### src/hw/mmr_pkg.sv
// Purpose: Constants and types for the memory map and reset block
// Assumes: 100 MHz ref_clk, one clock domain
// Notes: Address windows of the external and program spaces
package mmr_pkg;
   localparam int ADDR_W = 16;
   localparam int SRAM_AW = 13;
   localparam int REG_AW = 7;
   localparam int NUM_GPIO = 21;
   localparam int NUM_IRQ = 18;
   localparam int NUM_RST_SRC = 3;
   localparam int STD_CLK_PER_CYC = 12;
   localparam int CLK_PER_CYC = 1;
   localparam int EXTERNAL_DATA_SPACE_CYC_MIN = 4;
   localparam int EXTERNAL_DATA_SPACE_CYC_MAX = 5;
   localparam logic [15:0] PC_RESET = 16'h0000;
   localparam logic [15:0] SRAM_LO = 16'he000;
   localparam logic [15:0] REG_LO = 16'hdf80;
   localparam logic [15:0] REG_HI = 16'hdfff;
   localparam logic [15:0] FL_HI_BIG = 16'hdeff;
   localparam logic [15:0] FL_HI_32K = 16'h7fff;
   localparam logic [15:0] IDATA_BASE = 16'hff00;
   localparam logic [7:0] DIRECT_HI = 8'h7f;
   localparam logic [7:0] SFR_BASE = 8'h80;
   localparam logic [2:0] BIT_ADDR_MASK = 3'h7;
   localparam logic UNIF_RESET = 1'b0;
   localparam logic WDT_EN_RESET = 1'b0;
   localparam logic [1:0] RST_HOLD = 2'h3;
   typedef enum logic [1:0] {MMR_T_NONE, MMR_T_FLASH, MMR_T_SRAM,
      MMR_T_REG} mmr_tgt_t;
   typedef enum logic [1:0] {MMR_S_CODE, MMR_S_DATA, MMR_S_EXTERNAL_DATA_SPACE,
      MMR_S_SFR} mmr_space_t;
endpackage : mmr_pkg

### src/hw/mmr_decode.sv
// Purpose: Combinational map of one logical access to a physical target
// Assumes: Flash size is a parameter in KB
// Notes: Unmapped addresses return target none
`timescale 1ns/10ps
module mmr_decode #(parameter int FLASH_KB = 64) (
   // Request
   input wire mmr_pkg::mmr_space_t space,
   input wire logic [15:0] addr,
   input wire logic indirect,
   input wire logic unified_map_select_bit,
   // Result
   output mmr_pkg::mmr_tgt_t tgt,
   output logic [15:0] phys,
   output logic illegal
);
   import mmr_pkg::*;
   logic [15:0] fl_hi;
   assign fl_hi = (FLASH_KB > 32) ? FL_HI_BIG : FL_HI_32K;
   always_comb begin
      tgt = MMR_T_NONE;
      phys = 16'h0000;
      illegal = 1'b0;
      unique case (space)
         MMR_S_CODE: begin
            if (!unified_map_select_bit) begin
               tgt = MMR_T_FLASH;
               phys = addr;
            end else if (addr >= SRAM_LO) begin
               tgt = MMR_T_SRAM;
               phys = addr - SRAM_LO;
            end else if (addr >= REG_LO) begin
               tgt = MMR_T_REG;
               phys = addr - REG_LO;
            end else if (addr <= fl_hi) begin
               tgt = MMR_T_FLASH;
               phys = addr;
            end
         end
         MMR_S_EXTERNAL_DATA_SPACE: begin
            if (addr >= SRAM_LO) begin
               tgt = MMR_T_SRAM;
               phys = addr - SRAM_LO;
            end else if (addr >= REG_LO) begin
               tgt = MMR_T_REG;
               phys = addr - REG_LO;
            end else if (addr <= fl_hi) begin
               tgt = MMR_T_FLASH;
               phys = addr;
            end
         end
         MMR_S_DATA: begin
            // Upper half reachable only indirectly
            tgt = MMR_T_SRAM;
            phys = IDATA_BASE - SRAM_LO + {8'h00, addr[7:0]};
            illegal = (addr[7:0] > DIRECT_HI) && !indirect;
            if (illegal) tgt = MMR_T_NONE;
         end
         MMR_S_SFR: begin
            tgt = MMR_T_REG;
            phys = {9'h000, addr[6:0]};
            illegal = addr[7:0] < SFR_BASE;
            if (illegal) tgt = MMR_T_NONE;
         end
      endcase
   end
endmodule : mmr_decode

### src/hw/mmr_reset.sv
// Purpose: Combine reset sources into one held core reset
// Assumes: Sources are synchronous, active high
// Notes: Core reset holds a few cycles after last source drops
`timescale 1ns/10ps
module mmr_reset (
   // Clock and reset
   input wire logic ref_clk,
   input wire logic rst_n,
   // Sources
   input wire logic por,
   input wire logic wdt_timeout,
   // Result
   output logic core_rst
);
   import mmr_pkg::*;
   logic [1:0] cnt_r, cnt_nxt;
   logic any_src;
   assign any_src = !rst_n || por || wdt_timeout;
   always_comb begin
      cnt_nxt = cnt_r;
      if (any_src) cnt_nxt = RST_HOLD;
      else if (cnt_r != 2'h0) cnt_nxt = cnt_r - 2'h1;
   end
   always_ff @(posedge ref_clk) begin
      cnt_r <= cnt_nxt;
   end
   assign core_rst = any_src || (cnt_r != 2'h0);
endmodule : mmr_reset

### src/hw/mmr_top.sv
// Purpose: Memory map decode and reset initialisation for the CPU core
// Assumes: Single clock, synchronous requests from fetch, data and DMA
// Notes: All outputs registered; one result per cycle per port
//
// What this block does
// - One clock per instruction cycle
// - Interrupt unit accepts eighteen sources
// - Reset from pin, power-on or watchdog
// - After reset all I/O inputs with pull-up
// - Program counter starts at zero after reset
// - Peripheral registers return to reset values
// - Watchdog disabled after any reset
// - Program space read-only, up to 64 KB
// - Data space 256 bytes, upper indirect only
// - External data 64 KB, four-cycle access
// - Fetch never overlaps external data access
// - 128-byte register space, directly addressable
// - Bit addressing for registers at multiples of eight
// - Registers and program mapped into external data
// - Three physical targets: flash, SRAM, registers
// - Standard program mapping after reset
// - Unified bit selects program space layout
// - External data E000-FFFF maps to SRAM
// - External data DF80-DFFF maps to registers
// - Flash below DF00, or 7FFF on small parts
// - Data space is top 256 SRAM bytes
`timescale 1ns/10ps
module mmr_top #(parameter int FLASH_KB = 64) (
   // Clock and reset
   input wire logic ref_clk,
   input wire logic rst_n,
   // Reset sources
   input wire logic por,
   input wire logic wdt_timeout,
   // Control
   input wire logic unified_map_select_bit,
   input wire logic wdt_enable_req,
   input wire logic [mmr_pkg::NUM_IRQ-1:0] irq_src,
   // Fetch port
   input wire logic fetch_req,
   input wire logic [15:0] fetch_addr,
   // Data port
   input wire logic data_req,
   input wire logic data_we,
   input wire logic data_indirect,
   input wire logic data_bit,
   input wire mmr_pkg::mmr_space_t data_space,
   input wire logic [15:0] data_addr,
   // DMA port
   input wire logic dma_req,
   input wire logic dma_we,
   input wire logic [15:0] dma_addr,
   // Outputs
   output logic core_rst_r,
   output logic [15:0] pc_r,
   output logic wdt_en_r,
   output logic [mmr_pkg::NUM_GPIO-1:0] gpio_oe_r,
   output logic [mmr_pkg::NUM_GPIO-1:0] gpio_pu_r,
   output logic [mmr_pkg::NUM_IRQ-1:0] irq_pend_r,
   output logic unif_r,
   output logic fetch_gnt_r,
   output mmr_pkg::mmr_tgt_t fetch_tgt_r,
   output logic [15:0] fetch_phys_r,
   output logic data_gnt_r,
   output mmr_pkg::mmr_tgt_t data_tgt_r,
   output logic [15:0] data_phys_r,
   output logic [2:0] data_bitpos_r,
   output logic data_err_r,
   output logic dma_gnt_r,
   output mmr_pkg::mmr_tgt_t dma_tgt_r,
   output logic [15:0] dma_phys_r,
   output logic [2:0] xbusy_cnt_r
);
   import mmr_pkg::*;

   // ----------------------------------------
   // Reset combine
   // ----------------------------------------
   logic core_rst;
   mmr_reset u_rst (
      .ref_clk(ref_clk),
      .rst_n(rst_n),
      .por(por),
      .wdt_timeout(wdt_timeout),
      .core_rst(core_rst)
   );

   // ----------------------------------------
   // Decoders
   // ----------------------------------------
   mmr_tgt_t f_tgt, d_tgt, x_tgt;
   logic [15:0] f_phys, d_phys, x_phys;
   logic d_ill;
   logic [15:0] d_addr_eff;
   mmr_space_t d_space_eff;

   // Bit address: upper half picks register at multiple of eight
   always_comb begin
      d_addr_eff = data_addr;
      d_space_eff = data_space;
      if (data_bit) begin
         if (data_addr[7]) begin
            d_space_eff = MMR_S_SFR;
            d_addr_eff = {8'h00, data_addr[7:3], 3'h0};
         end else begin
            d_space_eff = MMR_S_DATA;
            d_addr_eff = {8'h00, 4'h2, data_addr[6:3]};
         end
      end
   end

   mmr_decode #(.FLASH_KB(FLASH_KB)) u_fdec (
      .space(MMR_S_CODE),
      .addr(fetch_addr),
      .indirect(1'b0),
      .unified_map_select_bit(unif_r),
      .tgt(f_tgt),
      .phys(f_phys),
      .illegal()
   );
   mmr_decode #(.FLASH_KB(FLASH_KB)) u_ddec (
      .space(d_space_eff),
      .addr(d_addr_eff),
      .indirect(data_indirect),
      .unified_map_select_bit(unif_r),
      .tgt(d_tgt),
      .phys(d_phys),
      .illegal(d_ill)
   );
   mmr_decode #(.FLASH_KB(FLASH_KB)) u_xdec (
      .space(MMR_S_EXTERNAL_DATA_SPACE),
      .addr(dma_addr),
      .indirect(1'b1),
      .unified_map_select_bit(unif_r),
      .tgt(x_tgt),
      .phys(x_phys),
      .illegal()
   );

   // ----------------------------------------
   // Arbitration and state
   // ----------------------------------------
   logic x_acc, code_wr, fetch_ok;
   logic [2:0] xbusy_nxt;
   logic [15:0] pc_nxt;
   logic wdt_nxt, unif_nxt;
   logic [NUM_IRQ-1:0] irq_nxt;

   assign x_acc = data_req && (data_space == MMR_S_EXTERNAL_DATA_SPACE) && !data_bit;
   // Writes to program space are dropped
   assign code_wr = data_req && data_we && (data_space == MMR_S_CODE);
   // Fetch stalls while external data access owns the bus
   assign fetch_ok = fetch_req && !x_acc && (xbusy_cnt_r == 3'h0);

   always_comb begin
      xbusy_nxt = xbusy_cnt_r;
      // Each new external access restarts the bus hold
      if (x_acc)
         xbusy_nxt = 3'(EXTERNAL_DATA_SPACE_CYC_MIN - 1);
      else if (xbusy_cnt_r != 3'h0)
         xbusy_nxt = xbusy_cnt_r - 3'h1;
      pc_nxt = fetch_ok ? fetch_addr + 16'(CLK_PER_CYC) : pc_r;
      wdt_nxt = wdt_en_r | wdt_enable_req;
      unif_nxt = unified_map_select_bit;
      irq_nxt = irq_src;
   end

   always_ff @(posedge ref_clk) begin
      core_rst_r <= core_rst;
      if (core_rst) begin
         pc_r <= PC_RESET;
         wdt_en_r <= WDT_EN_RESET;
         gpio_oe_r <= '0;
         gpio_pu_r <= '1;
         irq_pend_r <= '0;
         unif_r <= UNIF_RESET;
         xbusy_cnt_r <= 3'h0;
         fetch_gnt_r <= 1'b0;
         fetch_tgt_r <= MMR_T_NONE;
         fetch_phys_r <= 16'h0000;
         data_gnt_r <= 1'b0;
         data_tgt_r <= MMR_T_NONE;
         data_phys_r <= 16'h0000;
         data_bitpos_r <= 3'h0;
         data_err_r <= 1'b0;
         dma_gnt_r <= 1'b0;
         dma_tgt_r <= MMR_T_NONE;
         dma_phys_r <= 16'h0000;
      end else begin
         pc_r <= pc_nxt;
         wdt_en_r <= wdt_nxt;
         gpio_oe_r <= gpio_oe_r;
         gpio_pu_r <= gpio_pu_r;
         irq_pend_r <= irq_nxt;
         unif_r <= unif_nxt;
         xbusy_cnt_r <= xbusy_nxt;
         fetch_gnt_r <= fetch_ok;
         fetch_tgt_r <= fetch_ok ? f_tgt : MMR_T_NONE;
         fetch_phys_r <= f_phys;
         data_gnt_r <= data_req && !code_wr && !d_ill;
         data_tgt_r <= (data_req && !code_wr) ? d_tgt : MMR_T_NONE;
         data_phys_r <= d_phys;
         data_bitpos_r <= data_addr[2:0] & BIT_ADDR_MASK;
         data_err_r <= data_req && (code_wr || d_ill);
         dma_gnt_r <= dma_req;
         dma_tgt_r <= dma_req ? x_tgt : MMR_T_NONE;
         dma_phys_r <= x_phys;
      end
   end

   // ----------------------------------------
   // Checks
   // ----------------------------------------
   chk_pc_reset_zero: assert property (
      @(posedge ref_clk) disable iff (!rst_n)
      $fell(core_rst) |-> pc_r == PC_RESET)
      else $error("pc not zero after reset");
   chk_wdt_off_reset: assert property (
      @(posedge ref_clk)
      core_rst |=> !wdt_en_r)
      else $error("watchdog enabled in reset");
   chk_rst_sources: assert property (
      @(posedge ref_clk)
      (por || wdt_timeout || !rst_n) |=> core_rst_r)
      else $error("reset source ignored");
   chk_gpio_input_pu: assert property (
      @(posedge ref_clk)
      core_rst |=> (gpio_oe_r == '0 && gpio_pu_r == '1))
      else $error("gpio not input pull-up");
   chk_std_map_reset: assert property (
      @(posedge ref_clk)
      core_rst |=> !unif_r)
      else $error("unified map after reset");
   chk_external_data_space_sram: assert property (
      @(posedge ref_clk) disable iff (core_rst)
      (dma_req && dma_addr >= SRAM_LO) |=> dma_tgt_r == MMR_T_SRAM)
      else $error("sram window miss");
   chk_external_data_space_regs: assert property (
      @(posedge ref_clk) disable iff (core_rst)
      (dma_req && dma_addr >= REG_LO && dma_addr <= REG_HI)
      |=> dma_tgt_r == MMR_T_REG)
      else $error("register window miss");
   chk_no_fetch_xacc: assert property (
      @(posedge ref_clk) disable iff (core_rst)
      x_acc |=> !fetch_gnt_r ##1 !fetch_gnt_r[*3])
      else $error("fetch overlaps external access");
   chk_std_code_flash: assert property (
      @(posedge ref_clk) disable iff (core_rst)
      (fetch_ok && !unif_r) |=> fetch_tgt_r == MMR_T_FLASH)
      else $error("standard map not flash");

   // ----------------------------------------
   // Map and state checks
   // ----------------------------------------
   chk_pc_hold_reset: assert property (
      @(posedge ref_clk)
      core_rst |=> pc_r == PC_RESET)
      else $error("pc moved in reset");
   chk_irq_clear: assert property (
      @(posedge ref_clk)
      core_rst |=> irq_pend_r == '0)
      else $error("interrupt pending in reset");
   chk_irq_follow: assert property (
      @(posedge ref_clk)
      !core_rst |=> irq_pend_r == $past(irq_src))
      else $error("interrupt source lost");
   chk_pc_next_fetch: assert property (
      @(posedge ref_clk)
      (!core_rst && fetch_ok) |=> pc_r == $past(fetch_addr) + 16'h0001)
      else $error("pc not next address");
   chk_wdt_sticky: assert property (
      @(posedge ref_clk)
      (!core_rst && wdt_en_r) |=> wdt_en_r)
      else $error("watchdog dropped without reset");
   chk_code_read_only: assert property (
      @(posedge ref_clk)
      (!core_rst && code_wr) |=> data_err_r && !data_gnt_r)
      else $error("program space write granted");
   chk_direct_upper: assert property (
      @(posedge ref_clk)
      (!core_rst && data_req && !data_bit && data_space == MMR_S_DATA &&
      !data_indirect && data_addr[7]) |=> data_err_r && !data_gnt_r)
      else $error("direct upper data access granted");
   chk_xbusy_load: assert property (
      @(posedge ref_clk)
      (!core_rst && x_acc) |=> xbusy_cnt_r == 3'(EXTERNAL_DATA_SPACE_CYC_MIN - 1))
      else $error("external access hold not loaded");
   chk_sfr_direct: assert property (
      @(posedge ref_clk)
      (!core_rst && data_req && !data_bit && data_space == MMR_S_SFR &&
      data_addr[7]) |=> data_tgt_r == MMR_T_REG && data_phys_r[15:7] == '0)
      else $error("register space access misrouted");
   chk_bit_sfr_align: assert property (
      @(posedge ref_clk)
      (!core_rst && data_req && data_bit && data_addr[7])
      |=> data_tgt_r == MMR_T_REG && data_phys_r[2:0] == 3'h0)
      else $error("bit access not on register boundary");
   chk_dma_grant: assert property (
      @(posedge ref_clk)
      (!core_rst && dma_req) |=> dma_gnt_r)
      else $error("dma request not granted");
   chk_fetch_none: assert property (
      @(posedge ref_clk)
      !fetch_ok |=> fetch_tgt_r == MMR_T_NONE)
      else $error("target shown without fetch grant");
   chk_unif_follow: assert property (
      @(posedge ref_clk)
      !core_rst |=> unif_r == $past(unified_map_select_bit))
      else $error("map select not followed");
   chk_external_data_space_flash: assert property (
      @(posedge ref_clk)
      (!core_rst && dma_req &&
      dma_addr <= ((FLASH_KB > 32) ? FL_HI_BIG : FL_HI_32K))
      |=> dma_tgt_r == MMR_T_FLASH)
      else $error("flash window miss");
   chk_idata_sram: assert property (
      @(posedge ref_clk)
      (!core_rst && data_req && !data_bit && data_space == MMR_S_DATA &&
      (data_indirect || !data_addr[7])) |=> data_tgt_r == MMR_T_SRAM &&
      data_phys_r[15:8] == IDATA_BASE[15:8] - SRAM_LO[15:8])
      else $error("data space not in top of sram");
endmodule : mmr_top
### config.mk
export PLATFORM = sky130hd
export DESIGN_NAME = mmr_top
export DESIGN_NICKNAME = d
export VERILOG_FILES = /design/src/hw/mmr_pkg.sv /design/src/hw/mmr_decode.sv /design/src/hw/mmr_reset.sv /design/src/hw/mmr_top.sv
export SDC_FILE = /design/constraint.sdc
export NUM_CORES = 1
export LEC_CHECK = 0
export ABC_AREA = 1
export BUFFER_PORTS_ARGS = -buffer_cell sky130_fd_sc_hd__buf_2
export CAP_MARGIN = 5
export CORE_ASPECT_RATIO = 1.25
export CORE_MARGIN = 1
export CORE_UTILIZATION = 40
export CTS_CLUSTER_DIAMETER = 120
export DETAILED_ROUTE_END_ITERATION = 7
export MAX_ROUTING_LAYER = met4
export PLACE_DENSITY = 0.66
export SLEW_MARGIN = 20
export SYNTH_ARGS = -nofsm -noshare
export SYNTH_HDL_FRONTEND = slang
export SYNTH_SLANG_ARGS = --single-unit
### constraint.sdc
create_clock -name ref_clk -period 2.15 [get_ports ref_clk]
set_input_delay 0.43 -clock ref_clk [delete_from_list [all_inputs] [get_ports ref_clk]]
set_output_delay 0.43 -clock ref_clk [all_outputs]
set_load 0.1 [all_outputs]
==> impl_metrics.sql, run 1 <==
INSERT INTO impl_metrics (metric_group, metric, value, unit) VALUES
('pwr', 'power_frac_comb', '17.1', '%'),
('timing', 'setup-tns-final', '0', 'ns'),
('synth', 'synth_cell_type_count', '44', ''),
('synth', 'netlist_top_cells_area', 'dfxtp_1 (40%), nand2_1 (8.0%), inv_1 (7.4%)', ''),
('placement', 'buffer_ports.inserted', '180', ''),
('grt', 'globalRoute.totalOverflow', '0', ''),
('placement', 'place_inst', '1043', ''),
('synth', 'adder_cell_share_of_the_synthesized_area', '3.436', '%'),
('worst_setup_path', 'critical_path.n_buffers_inverters', '1', ''),
('synth', 'synth-simple-area-share', '26.93', '%'),
('finish', 'fillCellCount', '1258', ''),
('timing', 'finalSetupViolations', '0', ''),
('worst_setup_path', 'cp_cell_sequence', 'buf_2', ''),
('pwr', 'portion_of_total_power_attributed_to_the_clock_network', '37.3', '%'),
('floorplanning', 'die-width', '103.0', 'microns'),
('synth', 'synth_cells', '691', ''),
('pwr', 'power.leakage', '3.574', 'nW'),
('route', 'drt_iter0_drc', '227', ''),
('finish', 'layout.cells.most_common', 'buf_2', ''),
('placement', 'place.gp.congestion', '0.9446', ''),
('cts', 'ctsRootBufferMaster', 'clkbuf_16', ''),
('route', 'post_drt_wl_per_cell', '12.07', 'microns'),
('timing', 'fin_crit_sh', '87.88', '%'),
('route', 'route.final.wire_length', '12790', 'microns'),
('synth', 'fraction_of_synthesis_flops_using_an_asynchronous_set_or_reset_pin', '0', '%'),
('finish', 'most-common-layout-cells', 'buf_2 (180), nand2_1 (107), dfxtp_1 (102), inv_1 (100), nor2_1 (92)', ''),
('synth', 'summed_instance_area_of_the_synthesized_netlist', '5097', 'sq um'),
('finish', 'areaGrowthSynthToFinish', '26.71', '%'),
('worst_hold_path', 'class_of_the_tightest_hold_or_removal_check', 'in2reg', ''),
('pwr', 'seq_power_share', '45.6', '%'),
('cts', 'cts_tree', 'yes', ''),
('synth', 'post_synthesis_register_bit_count', '103', ''),
('synth', 'seq_area_frac_synth', '40.45', '%'),
('worst_hold_path', 'worstHoldPathCells', '3', ''),
('timing', 'period_minus_slack', '1.889', 'ns'),
('route', 'drcViolationCount', '0', ''),
('timing', 'timing.hold.ws', '0.2932', 'ns'),
('timing', 'slew_headroom', '51.78', '%'),
('pwr', 'sw_frac_of_total', '31.01', '%'),
('grt', 'global_router_s_overall_resource_usage', '20.41', '%'),
('floorplanning', 'die_height', '128.2', 'microns'),
('timing', 'skew', '0.009049', 'ns'),
('pwr', 'internal_power', '2.888', 'mW'),
('outcome', 'outcome', 'complete, no violations', ''),
('synth', 'xor_and_xnor_area_share_after_synthesis', '3.093', '%'),
('timing', 'rsz0062_at_grt', 'no', ''),
('worst_setup_path', 'path_delay_family', 'flip-flops', ''),
('cts', 'clock_sinks', '103', ''),
('worst_setup_path', 'worst_setup_path_start_kind', 'flip-flop', ''),
('worst_setup_path', 'cp_max_fo', '10', ''),
('synth', 'dominantRegCellSynth', 'dfxtp_1', ''),
('synth', 'dominant_combinational_cell_family_by_area_after_synthesis', 'simple AND/OR/NAND/NOR gates', ''),
('route', 'antenna_left', '0', ''),
('pwr', 'cellPowerDensity', '648.2', 'nW/um^2'),
('timing', 'final_max_slew_viol_count', '0', ''),
('finish', 'filler_free_cell_count_of_the_finished_design', '1059', ''),
('flow_run', 'maxCapViolCount', '0', ''),
('cts', 'number_of_cts_inserted_buffers', '9', ''),
('worst_setup_path', 'cpMaxStageDelayCell', 'dfxtp_1', ''),
('finish', 'antenna_fix_cells', '0', ''),
('synth', 'ys.warnings.count', '0', ''),
('cts', 'worstSkewPairLatency', '0.34', 'ns'),
('grt', 'grt_first_pass_wirelength', '20290', 'microns'),
('timing', 'finalHoldViolations', '0', ''),
('synth', 'multiplexer_fraction_of_the_synthesized_cell_area', '0', '%'),
('cts', 'cts.htree.levels', '3', ''),
('finish', 'post_route_cells_drive_above_1_share', '30.17', '%'),
('worst_setup_path', 'slowest_stage_delay_on_critical_path', '0.60', 'ns'),
('worst_setup_path', 'critical_path_rt', '1.72', 'ns'),
('route', 'routed-via-count', '4784', ''),
('cts', 'number_of_buffers_added_for_setup_after_cts', '0', '');
## power by group through the flow
| stage | clock network, mW | logic [mW] | registers [mW] |
|---|---|---|---|
| finish | 1.56 | 0.717 | 1.91 |
| global route | 1.70 | 0.776 | 1.91 |
| CTS | 1.61 | 0.716 | 1.91 |
| detailed placement | 0 | 0.713 | 1.95 |
| global placement | 0 | 0.710 | 1.95 |
| floorplan | 0 | 0.601 | 1.95 |
## through the flow
step	setup WS, ns	cell area, sq um	total power, mW	util, %
3_5_place_dp	0.01596	6175	2.665	50.31
2_1_floorplan	0.05747	5249	2.555	-
6_report	0.2606	6459	4.186	52.62
5_1_grt	0.1026	6459	4.383	52.62
4_1_cts	0.2391	6459	4.236	52.62
3_3_place_gp	0.03419	6175	2.663	50.31
## sequential cells by signal (all words and copies together) (netlist names), 2 cells and up
register	flops
irq_pend_r	18
data_bitpos_r	3
fetch_phys_r	16
xbusy_cnt_r	3
fetch_tgt_r	2
data_phys_r	16
u_rst.cnt_r	2
dma_phys_r	16
data_tgt_r	2
pc_r	16
dma_tgt_r	2
## logic make-up (layout without fill, tap and decap cells)
family | Yosys count | count (layout)
adder cells (fa/ha/maj) | 14 | 14
AO/OA/AOI/OAI | 86 | 86
other | 2 | 42
AND/OR/NAND/NOR | 303 | 303
flip-flops | 103 | 103
buffers and inverters | 165 | 329
XOR/XNOR | 18 | 18
## final timing paths
| path | end | slack (ns) | start |
|---|---|---|---|
| worst max-delay path | unif_r | 0.26 | unif_r |
| worst min-delay path | irq_pend_r[6] | 0.29 | irq_src[6] |
| worst max register to register | fetch_phys_r[11] | 0.39 | u_rst.cnt_r[0] |
| worst min register to register | wdt_en_r | 0.48 | wdt_en_r |
## tightest hold or removal path, delay by kind of cell
| family | cells | cell delay [ns] |
|---|---|---|
| buffers and inverters | 2 | 0.13 |
| and+or+nand+nor | 1 | 0.03 |
## final cells by class
class | count | area, sq um | area share, %
clock buffer | 10 | 239.0 | 3.700
clock inverter | 6 | 45.04 | 0.6974
inverter | 110 | 415.4 | 6.432
multi-input combinational | 463 | 2380 | 36.85
sequential | 103 | 2063 | 31.95
tap | 164 | 205.2 | 3.177
timing repair buffer | 203 | 1111 | 17.20
## synth_stat cells (2+ instances only)
cell        n
ha_1       14
inv_2       7
o21ai_1     4
a21oi_1    28
o211ai_1    5
a31oi_1     3
nand2_4     3
dfxtp_1   103
inv_1     100
nand2_1   108
o221ai_1    2
clkinv_1    2
clkbuf_1    7
nor3_1      8
nor2_1     92
nor3b_1     2
nand3_1    44
buf_6       3
o21bai_1    2
nor4_1      4
conb_1      2
nor2_4      2
buf_4      43
buf_2       2
nand3_2     4
a22oi_1     2
nand4_1     7
nand2_2    11
o21ai_0    27
nor2_2     16
xor2_1     17
a211oi_1    5
## metal layers
metal	up-vias	wire (microns)	track usage (%)
li1	2492	-	-
met1	2109	5390	24.70
met2	169	6460	34.82
met3	14	752	2.890
met4	0	182	6.048
met5	-	0	-
No activity file was read; power rests on OpenSTA's default activity.
==> run 2, diff against run 1 <==
--- a/config.mk
+++ b/config.mk
@@ -5,7 +5,7 @@
 export SDC_FILE = /design/constraint.sdc
 export NUM_CORES = 1
 export LEC_CHECK = 0
-export ABC_AREA = 1
+export ABC_AREA = 0
 export BUFFER_PORTS_ARGS = -buffer_cell sky130_fd_sc_hd__buf_2
 export CAP_MARGIN = 5
 export CORE_ASPECT_RATIO = 1.25
@@ -14,7 +14,7 @@
 export CTS_CLUSTER_DIAMETER = 120
 export DETAILED_ROUTE_END_ITERATION = 7
 export MAX_ROUTING_LAYER = met4
-export PLACE_DENSITY = 0.66
+export PLACE_DENSITY = 0.67
 export SLEW_MARGIN = 20
 export SYNTH_ARGS = -nofsm -noshare
 export SYNTH_HDL_FRONTEND = slang
==> run 2 against run 1 <==
Cell area is 4.0% lower. Critical endpoint is now dma_phys_r[14]. Register-to-register slack worse by 0.13 ns. First-iteration DRC count is 24% lower.
==> impl_metrics.sql, run 2 <==
INSERT INTO impl_metrics (metric_group, metric, value, unit) VALUES
('finish', 'utilization', '53.12', '%'),
('cts', 'worstSkewPairLatency', '0.35', 'ns'),
('finish', 'post_route_cells_drive_above_1_share', '32.49', '%'),
('cts', 'clock_sinks', '103', ''),
('finish', 'multiInputGateArea', '2405', 'sq um'),
('synth', 'seq_area_frac_synth', '42.68', '%'),
('worst_setup_path', 'cp_cell_sequence', 'inv_1 > ha_1 > and4bb_2 > inv_1 > buf_4 > nor3_1 > a41oi_1 > nand2_1', ''),
('timing', 'fin_crit_sh', '87.83', '%'),
('synth', 'summed_instance_area_of_the_synthesized_netlist', '4831', 'sq um'),
('pwr', 'power.leakage', '3.028', 'nW'),
('cts', 'cts_tree', 'yes', ''),
('grt', 'globalRoute.totalOverflow', '0', ''),
('synth', 'post_synthesis_register_bit_count', '103', ''),
('worst_setup_path', 'critPathMostFrequentCell', 'inv_1', ''),
('placement', 'pre_cts_ws', '-0.1011', 'ns'),
('cts', 'ctsRootBufferMaster', 'clkbuf_16', ''),
('worst_setup_path', 'worstPathArrival', '2.13', 'ns'),
('synth', 'ys.warnings.count', '0', ''),
('worst_setup_path', 'crit-reg2reg-capture', 'dma_phys_r[14]', ''),
('worst_setup_path', 'critical_path.n_buffers_inverters', '3', ''),
('worst_setup_path', 'cp_max_fo', '13', ''),
('placement', 'dp.final_hpwl', '10380', 'microns'),
('finish', 'layout.cells.most_common', 'buf_2', ''),
('worst_setup_path', 'type_of_the_worst_setup_path', 'reg2reg', ''),
('synth', 'postSynthAreaPerCell', '8.767', 'sq um'),
('finish', 'most-common-layout-cells', 'buf_2 (180), dfxtp_1 (101), conb_1 (42), and2_1 (41), a21oi_1 (39)', ''),
('pwr', 'vdd_ir_drop_max', '0.0003204', 'V'),
('cts', 'number_of_cts_inserted_buffers', '9', ''),
('floorplanning', 'area_of_the_core_region', '11670', 'sq um'),
('grt', 'grt_first_pass_wirelength', '20530', 'microns'),
('route', 'routed-via-count', '4540', ''),
('floorplanning', 'die_height', '124.9', 'microns'),
('timing', 'finalSetupViolations', '0', ''),
('timing', 'final_max_slew_viol_count', '0', ''),
('cts', 'clk_transition_reported_paths', '0.08', 'ns'),
('route', 'drcViolationCount', '0', ''),
('timing', 'maxClockFrequency', '0.5295', 'GHz'),
('floorplanning', 'start_util', '41.39', '%'),
('worst_setup_path', 'endpoint_kind', 'flip-flop', ''),
('worst_hold_path', 'worstHoldPathCells', '2', ''),
('worst_setup_path', 'cpMaxStageDelayCell', 'dfxtp_1', ''),
('floorplanning', 'die-width', '100.3', 'microns'),
('finish', 'largest-register', 'irq_pend_r', ''),
('floorplanning', 'pin_count', '224', ''),
('grt', 'grt_pass1_vias', '4153', ''),
('grt', 'initial_antenna_violation_count', '0', ''),
('worst_setup_path', 'critical_path_rt', '2.39', 'ns'),
('finish', 'antenna_fix_cells', '0', ''),
('placement', 'dpl_cell_area', '5903', 'sq um'),
('worst_setup_path', 'path_delay_family', 'buffers and inverters', ''),
('timing', 'rsz0062_at_grt', 'no', ''),
('worst_hold_path', 'hold_start', 'irq_src[15]', ''),
('route', 'drt_iter0_drc', '172', ''),
('synth', 'synth_enable_flop_cells', '0', ''),
('worst_hold_path', 'class_of_the_tightest_hold_or_removal_check', 'in2reg', ''),
('synth', 'synth_area_leader_cell', 'dfxtp_1', ''),
('synth', 'dominantRegCellSynth', 'dfxtp_1', ''),
('cts', 'post_cts_resize_count', '0', ''),
('finish', 'largest_register_ffs', '18', ''),
('timing', 'worst_pin_slew', '0.5237', 'ns'),
('synth', 'synth_top_area_share', '42.68', '%'),
('finish', 'sequential_cell_area', '2064', 'sq um'),
('worst_hold_path', 'holdPathEnd', 'irq_pend_r[15]', ''),
('grt', 'maximum_number_of_pins_on_one_net_before_global_route_repair', '31', ''),
('worst_setup_path', 'timing.reg2reg.setup_slack', '0.26', 'ns'),
('synth', 'post-synth-top-count-cell', 'dfxtp_1', ''),
('timing', 'setup_ws', '0.2616', 'ns'),
('finish', 'fillCellCount', '1122', ''),
('synth', 'synth_cells', '551', ''),
('timing', 'finalHoldViolations', '0', ''),
('finish', 'final_area', '6200', 'sq um'),
('cts', 'max-clock-path-buffers', '2', ''),
('finish', 'design.final.nets', '838', ''),
('synth', 'synth_top_cells_by_count', 'dfxtp_1 (103), buf_4 (43), and2_1 (41), a21oi_1 (39), nand2_1 (37)', ''),
('outcome', 'outcome', 'complete, no violations', ''),
('route', 'post_drt_via_cell_ratio', '4.994', ''),
('route', 'post_drt_wl_per_cell', '14.61', 'microns'),
('placement', 'buffer_ports.inserted', '180', ''),
('finish', 'areaGrowthSynthToFinish', '28.33', '%'),
('cts', 'cts.hold.buffers_added', '0', ''),
('floorplanning', 'die_outline_area', '12520', 'sq um'),
('route', 'drtPass1Iterations', '6', ''),
('synth', 'synth_cell_type_count', '60', ''),
('worst_setup_path', 'r2r-start', 'u_rst.cnt_r[0]', ''),
('route', 'route.final.wire_length', '13280', 'microns'),
('pwr', 'design_power_total', '4.181', 'mW'),
('placement', 'place.gp.congestion', '0.9097', ''),
('synth', 'fraction_of_synthesis_flops_using_an_asynchronous_set_or_reset_pin', '0', '%'),
('route', 'antenna_left', '0', ''),
('worst_setup_path', 'worst_setup_path_start_kind', 'flip-flop', ''),
('grt', 'global_router_s_overall_resource_usage', '21.45', '%'),
('timing', 'period_minus_slack', '1.888', 'ns'),
('cts', 'number_of_buffers_added_for_setup_after_cts', '0', ''),
('worst_setup_path', 'r2r_cells', '8', ''),
('floorplanning', 'cell_rows', '44', ''),
('timing', 'slew_headroom', '65.33', '%'),
('pwr', 'cellPowerDensity', '674.4', 'nW/um^2'),
('worst_setup_path', 'slowest_stage_delay_on_critical_path', '0.35', 'ns'),
('cts', 'cts.htree.levels', '3', ''),
('flow_run', 'maxCapViolCount', '0', ''),
('timing', 'setup-tns-final', '0', 'ns'),
('synth', 'netlist_top_cells_area', 'dfxtp_1 (43%), buf_4 (6.7%), and2_1 (5.3%)', ''),
('timing', 'skew', '0.003276', 'ns');
-- run 2: cell types whose count changed in the layout (fill, tap and decap cells not counted), moves of 12 or more --
cell     before  now
buf_4        20   32
nor2_1       92   35
nand2_1     107   37
and2_1        0   41
nand3_1      44   16
inv_1       100   17
nor2_2       16    0
-- run 2: cells by family (layout without fill, tap and decap cells) --
family / count (synthesis) / count (layout) / synth area share [%]
flip-flops: 103 / 103 / 42.68
multiplexers: 8 / 8 / 1.735
AND/OR/NAND/NOR: 212 / 212 / 24.50
AO/OA/AOI/OAI: 105 / 105 / 13.75
XOR/XNOR: 16 / 16 / 2.901
adder cells (fa/ha/maj): 14 / 14 / 3.626
buffers and inverters: 91 / 248 / 10.64
other: 2 / 42 / 0.1555
-- run 2: cell type report --
class	count	area share, %
clock buffer	9	3.633
clock inverter	7	1.150
inverter	19	1.150
multi-input combinational	397	38.79
sequential	103	33.30
tap	161	3.249
timing repair buffer	213	18.73
-- run 2: report_power, final --
part / leakage, nW / internal (mW) / switching (mW)
registers: 0.830 / 1.91 / 0.000623
logic: 2.05 / 0.139 / 0.509
clock network: 0.148 / 0.827 / 0.799
total: 3.03 / 2.87 / 1.31
-- run 2: routing by layer --
metal	vias up	global-route usage (%)	share of wire (%)
li1	2221	-	-
met1	2089	23.75	40
met2	215	37.71	51
met3	15	4.321	7.2
met4	0	7.502	1.8
met5	-	-	0
-- run 2: worst max-delay path by stage --
stage	to	depth (start not counted)	startpoint	slack, ns
finish	dma_phys_r[14]	8	u_rst.cnt_r[0]	0.26
global route	data_phys_r[10]	8	data_bit	0.06
CTS	dma_phys_r[14]	8	u_rst.cnt_r[0]	0.23
detailed placement	data_phys_r[10]	8	data_bit	-0.10
global placement	data_phys_r[10]	8	data_bit	-0.09
floorplan	pc_r[14]	8	xbusy_cnt_r[0]	0.08
-- run 2: worst reg2reg max path, delay by kind of cell, from the launching register on --
kind / cells / cell delay (ns)
buf+inv: 3 / 0.61
simple gates: 3 / 0.43
flops: 1 / 0.35
fa+ha+maj: 1 / 0.23
compound gates: 1 / 0.16
-- run 2: per-stage QoR --
stage	hold slack, ns	instances
2_1_floorplan	0.4586	591
3_3_place_gp	0.4416	893
3_5_place_dp	0.4473	893
4_1_cts	0.2661	909
5_1_grt	0.2659	909
6_report	0.2778	909
